## config.mk

```make
export PLATFORM = sky130hd
export DESIGN_NAME = dcs_regs
export DESIGN_NICKNAME = d
export VERILOG_FILES = /design/src/pkg/dcs_pkg.sv /design/src/logic/dcs_regs.sv /design/src/logic/dcs_sync_seq.sv
export SDC_FILE = /design/constraint.sdc
export NUM_CORES = 1
export LEC_CHECK = 0
export BUFFER_PORTS_ARGS = -buffer_cell sky130_fd_sc_hd__buf_2
export CORE_ASPECT_RATIO = 1.2
export CORE_MARGIN = 8
export CORE_UTILIZATION = 53
export CTS_CLUSTER_SIZE = 16
export DETAILED_ROUTE_END_ITERATION = 6
export GPL_TIMING_DRIVEN = 0
export PLACE_DENSITY = 0.77
export SYNTH_ARGS = -nofsm -noshare
export SYNTH_HDL_FRONTEND = slang
export SYNTH_SLANG_ARGS = --single-unit
export TNS_END_PERCENT = 30
```

## constraint.sdc

```tcl
create_clock -name clk -period 2.65 [get_ports clk]
set_input_delay 0.53 -clock clk [delete_from_list [all_inputs] [get_ports clk]]
set_output_delay 0.53 -clock clk [all_outputs]
set_load 0.01 [all_outputs]
```

## src/pkg/dcs_pkg.sv

```systemverilog
// package for the calibration accumulator and oscillator sync register slice
package dcs_pkg;
    localparam int ADDR_W = 12;
    localparam int DATA_W = 8;
    localparam int NUM_CONV = 2;
    localparam logic [11:0] ADDR_PAGE = 12'h008;
    localparam logic [11:0] ADDR_FTW0 = 12'h1E2;
    localparam logic [11:0] ADDR_FTW1 = 12'h1E3;
    localparam logic [11:0] ADDR_FTW2 = 12'h1E4;
    localparam logic [11:0] ADDR_FTW3 = 12'h1E5;
    localparam logic [11:0] ADDR_MODE = 12'h1E6;
    localparam logic [11:0] ADDR_SYNC = 12'h1E7;
    localparam logic [11:0] ADDR_MPD = 12'h200;
    localparam int BIT_ACC_EN = 2;
    localparam int BIT_DC_SEL = 1;
    localparam int BIT_TUNE_EN = 0;
    localparam int BIT_ACK = 1;
    localparam int BIT_START = 0;
    localparam int BIT_MPD = 0;
    localparam logic [7:0] RST_BYTE = 8'h00;
    localparam logic [7:0] RST_MPD = 8'h01;
    localparam logic [1:0] RST_PAGE = 2'h3;
    localparam int LANES = 8;
    localparam logic [3:0] LOAD_CYCLES = 4'h4;
    localparam logic [3:0] SYNC_CYCLES = 4'h2;

    typedef struct packed {
        logic [ADDR_W-1:0] addr;
        logic [DATA_W-1:0] wdata;
        logic wr;
        logic rd;
    } dcs_req_s;

    typedef struct packed {
        logic acc_en;
        logic dc_sel;
        logic tune_en;
    } dcs_mode_s;

    typedef enum logic [1:0] {
        DCS_IDLE,
        DCS_LOAD,
        DCS_SYNC,
        DCS_DONE
    } dcs_sync_e;
endpackage

```

## src/logic/dcs_regs.sv

```systemverilog
// register slice: calibration accumulator, oscillator sync and receiver power down
//
// How it works
// - 32-bit calibration tuning word built from bytes 0x1E2..0x1E5, low byte lowest.
// - tuning word, mode bits and sync bits held per main converter, page selects.
// - accumulator advances only while the accumulator enable bit is 1.
// - dc input select steers final synth input: 0 datapath, 1 constant dc.
// - frequency tuning enable acts on first converter only.
// - sync starts on rising edge of start bit or sysref, per chosen trigger.
// - pending tuning words load first, phase sync follows after load completes.
// - read-only acknowledge, per converter, rises once that oscillator is loaded.
// - master power-down, reset 1, holds all eight lanes and bias down.
`timescale 1ns/1ns
`default_nettype none
module dcs_regs #(
    parameter int N = dcs_pkg::NUM_CONV,
    parameter logic [7:0] DC_VALUE = 8'h7F
) (
    // clock and reset
    input wire logic clk,
    input wire logic rst_b,
    // register port
    input wire dcs_pkg::dcs_req_s req,
    output logic [dcs_pkg::DATA_W-1:0] rdata,
    // trigger inputs
    input wire logic sysref,
    input wire logic trig_is_sysref,
    // datapath
    input wire logic [7:0] path_in [N],
    output logic [7:0] synth_in [N],
    output logic [31:0] cal_phase [N],
    output logic [N-1:0] tune_active,
    output logic [N-1:0] osc_load,
    output logic [N-1:0] osc_sync,
    // receiver power
    output logic [dcs_pkg::LANES-1:0] lane_pd,
    output logic bias_pd
);
    import dcs_pkg::*;

    // ********************************
    // page select and input synchronisers
    // ********************************
    logic [N-1:0] page;
    logic [2:0] sref_pipe;
    logic [1:0] tsel_pipe;
    logic mpd;
    logic [31:0] frequency_tuning_word [N];
    dcs_mode_s mode [N];
    logic [N-1:0] start_bit;
    logic [N-1:0] start_prev;
    logic [N-1:0] ack;
    logic [N-1:0] trig;
    logic sref_rise;

    always_ff @(posedge clk or negedge rst_b) begin
        if (!rst_b) begin
            page <= N'(RST_PAGE);
        end else if (req.wr && req.addr == ADDR_PAGE) begin
            page <= req.wdata[N-1:0];
        end
    end

    always_ff @(posedge clk or negedge rst_b) begin
        if (!rst_b) begin
            sref_pipe <= 3'h0;
            tsel_pipe <= 2'h0;
        end else begin
            sref_pipe <= {sref_pipe[1:0], sysref};
            tsel_pipe <= {tsel_pipe[0], trig_is_sysref};
        end
    end

    assign sref_rise = sref_pipe[1] && !sref_pipe[2];

    // ********************************
    // per converter registers and datapath
    // ********************************
    genvar g;
    generate
        for (g = 0; g < N; g++) begin : conv
            logic sel;
            assign sel = page[g] && req.wr;

            always_ff @(posedge clk or negedge rst_b) begin
                if (!rst_b) begin
                    frequency_tuning_word[g] <= {4{RST_BYTE}};
                end else if (sel && mode[g].acc_en) begin
                    if (req.addr == ADDR_FTW0) begin
                        frequency_tuning_word[g][7:0] <= req.wdata;
                    end
                    if (req.addr == ADDR_FTW1) begin
                        frequency_tuning_word[g][15:8] <= req.wdata;
                    end
                    if (req.addr == ADDR_FTW2) begin
                        frequency_tuning_word[g][23:16] <= req.wdata;
                    end
                    if (req.addr == ADDR_FTW3) begin
                        frequency_tuning_word[g][31:24] <= req.wdata;
                    end
                end
            end

            always_ff @(posedge clk or negedge rst_b) begin
                if (!rst_b) begin
                    mode[g] <= '0;
                    start_bit[g] <= 1'b0;
                end else begin
                    if (sel && req.addr == ADDR_MODE) begin
                        mode[g].acc_en <= req.wdata[BIT_ACC_EN];
                        mode[g].dc_sel <= req.wdata[BIT_DC_SEL];
                        mode[g].tune_en <= req.wdata[BIT_TUNE_EN];
                    end
                    if (sel && req.addr == ADDR_SYNC) begin
                        start_bit[g] <= req.wdata[BIT_START];
                    end
                end
            end

            always_ff @(posedge clk or negedge rst_b) begin
                if (!rst_b) begin
                    start_prev[g] <= 1'b0;
                    trig[g] <= 1'b0;
                end else begin
                    start_prev[g] <= start_bit[g];
                    trig[g] <= tsel_pipe[1] ? sref_rise
                        : (start_bit[g] && !start_prev[g]);
                end
            end

            always_ff @(posedge clk or negedge rst_b) begin
                if (!rst_b) begin
                    cal_phase[g] <= 32'h0;
                end else if (mode[g].acc_en) begin
                    cal_phase[g] <= cal_phase[g] + frequency_tuning_word[g];
                end
            end

            always_ff @(posedge clk or negedge rst_b) begin
                if (!rst_b) begin
                    synth_in[g] <= 8'h00;
                    tune_active[g] <= 1'b0;
                end else begin
                    synth_in[g] <= mode[g].dc_sel ? DC_VALUE : path_in[g];
                    tune_active[g] <= (g == 0) && mode[g].tune_en;
                end
            end

            dcs_sync_seq u_seq (
                .clk(clk),
                .rst_b(rst_b),
                .trigger(trig[g]),
                .load_pulse(osc_load[g]),
                .sync_pulse(osc_sync[g]),
                .ack(ack[g])
            );

            acc_hold_a: assert property (@(posedge clk) disable iff (!rst_b)
                !mode[g].acc_en |=> $stable(cal_phase[g]))
                else $error("accumulator moved while off");
            dc_mux_a: assert property (@(posedge clk) disable iff (!rst_b)
                mode[g].dc_sel |=> synth_in[g] == DC_VALUE)
                else $error("dc not selected");
            ftw_locked_a: assert property (@(posedge clk) disable iff (!rst_b)
                !mode[g].acc_en |=> $stable(frequency_tuning_word[g]))
                else $error("tuning word written while disabled");
        end
    endgenerate

    // ********************************
    // receiver master power down
    // ********************************
    always_ff @(posedge clk or negedge rst_b) begin
        if (!rst_b) begin
            mpd <= RST_MPD[BIT_MPD];
        end else if (req.wr && req.addr == ADDR_MPD) begin
            mpd <= req.wdata[BIT_MPD];
        end
    end

    always_ff @(posedge clk or negedge rst_b) begin
        if (!rst_b) begin
            lane_pd <= '1;
            bias_pd <= 1'b1;
        end else begin
            lane_pd <= {LANES{mpd}};
            bias_pd <= mpd;
        end
    end

    // ********************************
    // read back through lowest selected page
    // ********************************
    int rp;
    always_comb begin
        rp = 0;
        for (int i = N - 1; i >= 0; i--) begin
            if (page[i]) begin
                rp = i;
            end
        end
    end

    always_ff @(posedge clk or negedge rst_b) begin
        if (!rst_b) begin
            rdata <= 8'h00;
        end else begin
            rdata <= 8'h00;
            if (req.rd) begin
                case (req.addr)
                    ADDR_PAGE: rdata <= 8'(page);
                    ADDR_FTW0: rdata <= frequency_tuning_word[rp][7:0];
                    ADDR_FTW1: rdata <= frequency_tuning_word[rp][15:8];
                    ADDR_FTW2: rdata <= frequency_tuning_word[rp][23:16];
                    ADDR_FTW3: rdata <= frequency_tuning_word[rp][31:24];
                    ADDR_MODE: rdata <= {5'h00, mode[rp].acc_en, mode[rp].dc_sel,
                        mode[rp].tune_en};
                    ADDR_SYNC: rdata <= {6'h00, ack[rp], start_bit[rp]};
                    ADDR_MPD: rdata <= {7'h00, mpd};
                    default: rdata <= 8'h00;
                endcase
            end
        end
    end

    pd_follow_a: assert property (@(posedge clk) disable iff (!rst_b)
        mpd |=> lane_pd == 8'hFF && bias_pd) else $error("lanes not powered down");
    tune_dac1_a: assert property (@(posedge clk) disable iff (!rst_b)
        !tune_active[1]) else $error("tuning on second converter");
    rd_zero_a: assert property (@(posedge clk) disable iff (!rst_b)
        !req.rd |=> rdata == 8'h00) else $error("read data outside read slot");
    rd_mpd_a: assert property (@(posedge clk) disable iff (!rst_b)
        req.rd && req.addr == ADDR_MPD |=> rdata[7:1] == 7'h00)
        else $error("reserved bits nonzero");

    load_seen_c: cover property (@(posedge clk) disable iff (!rst_b) osc_load[0]);
    sync_seen_c: cover property (@(posedge clk) disable iff (!rst_b) osc_sync[1]);
    dc_seen_c: cover property (@(posedge clk) disable iff (!rst_b) mode[0].dc_sel);
    pwr_up_c: cover property (@(posedge clk) disable iff (!rst_b) !bias_pd);
endmodule
`default_nettype wire

```

## src/logic/dcs_sync_seq.sv

```systemverilog
// per converter oscillator sync sequencer: load tuning words, then phase sync
`timescale 1ns/1ns
`default_nettype none
module dcs_sync_seq (
    // clock and reset
    input wire logic clk,
    input wire logic rst_b,
    // trigger and status
    input wire logic trigger,
    output logic load_pulse,
    output logic sync_pulse,
    output logic ack
);
    import dcs_pkg::*;

    dcs_sync_e state;
    logic [3:0] count;

    always_ff @(posedge clk or negedge rst_b) begin
        if (!rst_b) begin
            state <= DCS_IDLE;
            count <= 4'h0;
            load_pulse <= 1'b0;
            sync_pulse <= 1'b0;
            ack <= 1'b0;
        end else begin
            load_pulse <= 1'b0;
            sync_pulse <= 1'b0;
            unique case (state)
                DCS_IDLE: begin
                    if (trigger) begin
                        state <= DCS_LOAD;
                        count <= LOAD_CYCLES;
                        load_pulse <= 1'b1;
                        ack <= 1'b0;
                    end
                end
                DCS_LOAD: begin
                    if (count == 4'h1) begin
                        state <= DCS_SYNC;
                        count <= SYNC_CYCLES;
                        sync_pulse <= 1'b1;
                        ack <= 1'b1;
                    end else begin
                        count <= count - 4'h1;
                    end
                end
                DCS_SYNC: begin
                    if (count == 4'h1) begin
                        state <= DCS_DONE;
                    end else begin
                        count <= count - 4'h1;
                    end
                end
                DCS_DONE: begin
                    if (trigger) begin
                        state <= DCS_LOAD;
                        count <= LOAD_CYCLES;
                        load_pulse <= 1'b1;
                        ack <= 1'b0;
                    end
                end
            endcase
        end
    end

    sync_after_load_a: assert property (@(posedge clk) disable iff (!rst_b)
        load_pulse |-> ##4 sync_pulse) else $error("sync did not follow load");
    ack_with_sync_a: assert property (@(posedge clk) disable iff (!rst_b)
        sync_pulse |-> ack) else $error("ack missing at sync");
    ack_drop_load_a: assert property (@(posedge clk) disable iff (!rst_b)
        load_pulse |-> !ack) else $error("ack held during load");
endmodule
`default_nettype wire

```

==> flow_summary.yaml <==
floorplanning:
  die-area_um2: 26500
  io_pins: 145
  row_count: 59
  die_x_um: 150
  start_util_pct: 53.4
  die_y_um: 177
  core-area_um2: 21400
timing:
  finalSetupTns_ps: -547
  finalSetupViolCount: 8
  max_freq_mhz: 360
  maxSlewViolCount: 0
  fin_skew_ps: 9.04
  worstMarginPinSlew_ps: 921
  final.period_utilization_pct: 105
  rsz0062_at_grt: "yes"
  min_period_ps: 2780
  whs_ps: 74.5
  layout_setup_ws_ps: -130
  hold_violations: 0
  max_slew_margin_pct: 38.5
clocking:
  numCtsBuffers: 17
  cts.sinks: 192
  htree_levels: 4
  cts_root_buf: "clkbuf_16"
  clk_pin_slew_ps: 70
  clk_latency_ps: 440
  cts_tree: "yes"
  max-clock-path-buffers: 2
  cts_hold_buf: 0
worst_setup_path:
  crit_arrival_ps: 3110
  start_kind: "flip-flop"
  crit_type: "reg -> reg"
  slowest_stage: "dfrtp_1"
  path_max_fanout: 3
  cp-end-kind: "flip-flop"
  cp.required_ps: 2980
  max_stage_delay_ps: 430
  path_cells: "ha_4, fa_2, a21o_1, a221oi_4, a211oi_2, o21ai_2, nor2_1, a31oi_2, o41ai_2, xor2_1, mux2_4"
run_status:
  status: "finished with violations"
  violations: "negative setup slack"
placed_design:
  gp_congestion: 0.949
  numPortBuffers: 141
  post-place-cells: 1529
  dp_hpwl_um: 21700
grt:
  grt_pass1_vias: 9138
  grt_max_degree: 110
  grtUsageTotal_pct: 22.2
  grt_first_pass_wirelength_um: 46700
  antenna_found_initial: 1
  gr-total-overflow: 0
synth:
  ys_ff_latch: 192
  synthFlopType: "dfrtp_1"
  synth.distinct_cells: 79
  syn-num-nets: 1229
  ys_warn_count: 0
  synth_edf_count: 0
  yosysSeqAreaShare_pct: 42.1
  synth_area_per_cell_um2: 10.3
  async_flop_share_pct: 100
  synthCells: 1113
  synthesis.area_um2: 11400
drt:
  drc: 0
  drt_wl_total_um: 29600
  vias: 9130
  viasPerCell: 5.77
  drt_iter0_markers: 496
  dr.pass1.iters: 5
  routed_wire_length_per_instance_um: 18.7
  ant_nets: 0
cells_and_area:
  instances_no_fill: 1583
  num-fill-cells: 1689
  layout-drive-gt1-share_pct: 32.0
  nets: 1411
  area_delta_synth_final_pct: 18.4
pwr:
  p_per_area_nw_per_um2: 500
  finalPower_mw: 6.77
  p_leak_nw: 6.89
  vdd_drop_max_v: 0.000461
min_path:
  hp-class: "in -> async"
flow_run:
  drv_cap: 0
[cell usage after synthesis, drive strengths merged (10+ instances only)]
cell type  number  area share (%)
dfrtp         188              41
mux2          121              12
a21oi          95             4.3
nand2          95             3.1
ha             72             7.9
nor2           72             2.6
o21ai          50             2.3
inv            44             1.4
xnor2          42             3.2
a21o           31             2.0
clkbuf         25            0.82
buf            20             1.1
nand3          17            0.79
mux2i          16             1.4
or2            16            0.88
xor2           16             1.2
nor2b          15            0.82
o22ai          14            0.77
nand2b         12            0.66
a31oi          11            0.66
o21bai         10            0.66
[where the power goes]
part / total [mW] / leakage [nW] / switching (mW) / internal [mW]
Sequential: 3.17 / 2.56 / 0.103 / 3.06
Combinational: 0.977 / 4.03 / 0.585 / 0.393
Clock: 2.62 / 0.296 / 1.25 / 1.38
Total: 6.77 / 6.89 / 1.94 / 4.83
[critical path: cells and delay by family, from the launching register on]
kind	cells	cell delay, ps
xor+xnor	1	160
compound gates	6	1180
simple gates	1	80
mux	1	270
flops	1	430
fa+ha+maj	2	540
[state kept, by name (all words and copies together), names as in the netlist]
| signal | flops |
|---|---|
| conv.u_seq.ack | 2 |
| synth_in | 16 |
| conv.u_seq.load_pulse | 2 |
| page | 2 |
| mode | 6 |
| tsel_pipe | 2 |
| start_prev | 2 |
| start_bit | 2 |
| frequency_tuning_word | 64 |
| mpd | 1 |
| conv.u_seq.state | 4 |
| bias_pd | 1 |
| cal_phase | 64 |
| conv.u_seq.sync_pulse | 2 |
| tune_active | 1 |
| conv.u_seq.count | 8 |
| rdata | 8 |
| trig | 2 |
| sref_pipe | 3 |
[layout by cell type, fill, tap and decap left out, drive strengths merged, types with 16 or more instances in the layout]
| cell type | n |
|---|---|
| nor2 | 72 |
| clkbuf | 43 |
| buf | 183 |
| nand3 | 17 |
| a21o | 31 |
| inv | 55 |
| or2 | 16 |
| mux2 | 121 |
| dfrtp | 188 |
| ha | 72 |
| xnor2 | 42 |
| mux2i | 16 |
| a21oi | 95 |
| xor2 | 16 |
| nand2 | 95 |
| o21ai | 50 |
[path summary, 6_finish.rpt]
| kind | cells past startpoint | startpoint | slack, ps | to |
|---|---|---|---|---|
| min in group clk | 1 | trig_is_sysref | 190 | tsel_pipe[0] |
| hold reg to reg | 0 | tsel_pipe[0] | 350 | tsel_pipe[1] |
| setup reg to reg | 11 | frequency_tuning_word[0] | -130 | cal_phase[28] |
| max in group asynchronous | 2 | rst_b | 1640 | frequency_tuning_word[8] |
| setup / recovery | 11 | frequency_tuning_word[0] | -130 | cal_phase[28] |
| hold / removal | 1 | rst_b | 70 | cal_phase[38] |
[metrics by stage]
step	util [%]	worst slack [ps]	cell area (µm²)
3_5_place_dp	58.6	-560	12500
5_1_grt	63.2	-223	13500
6_report	63.2	-130	13500
4_1_cts	62.4	-120	13400
2_1_floorplan	-	-51.4	11500
3_3_place_gp	58.4	-2000	12500
[cell type report]
| cell class | count | area [µm²] | area share [%] |
|---|---|---|---|
| clock buffer | 18 | 439 | 3.25 |
| timing repair buffer | 163 | 905 | 6.69 |
| antenna | 1 | 2.50 | 0.0185 |
| clock inverter | 14 | 156 | 1.16 |
| inverter | 44 | 165 | 1.22 |
| multi-input combinational | 832 | 6480 | 47.9 |
| sequential | 192 | 4810 | 35.6 |
| tap | 274 | 343 | 2.53 |
| buffer | 45 | 225 | 1.66 |
[cells by family after synthesis]
logic type      count (synthesis)  synth area share [%]
simple gates                  291                  12.8
flops                         192                  42.1
xor+xnor                       58                  4.44
other cells                     1                0.0328
buf+inv                        89                  3.40
compound gates                271                  15.7
fa+ha+maj                      74                  8.23
mux                           137                  13.3
[per-layer routing]
| layer | GRT usage, % | routed length [µm] | vias up |
|---|---|---|---|
| li1 | - | - | 4367 |
| met1 | 25.9 | 12000 | 4436 |
| met2 | 39.5 | 15200 | 267 |
| met3 | 4.02 | 1430 | 60 |
| met4 | 9.05 | 970 | 0 |
| met5 | 0 | 0 | - |
[repair_timing]
item / in CTS / in global routing
endpoints found under the setup margin: 25 / 29
buffers inserted: 15 / 6
gates resized for setup: 26 / 28
cloned: 0 / 0
pin swaps: 27 / 20
No activity file was read; power rests on OpenSTA's default activity.
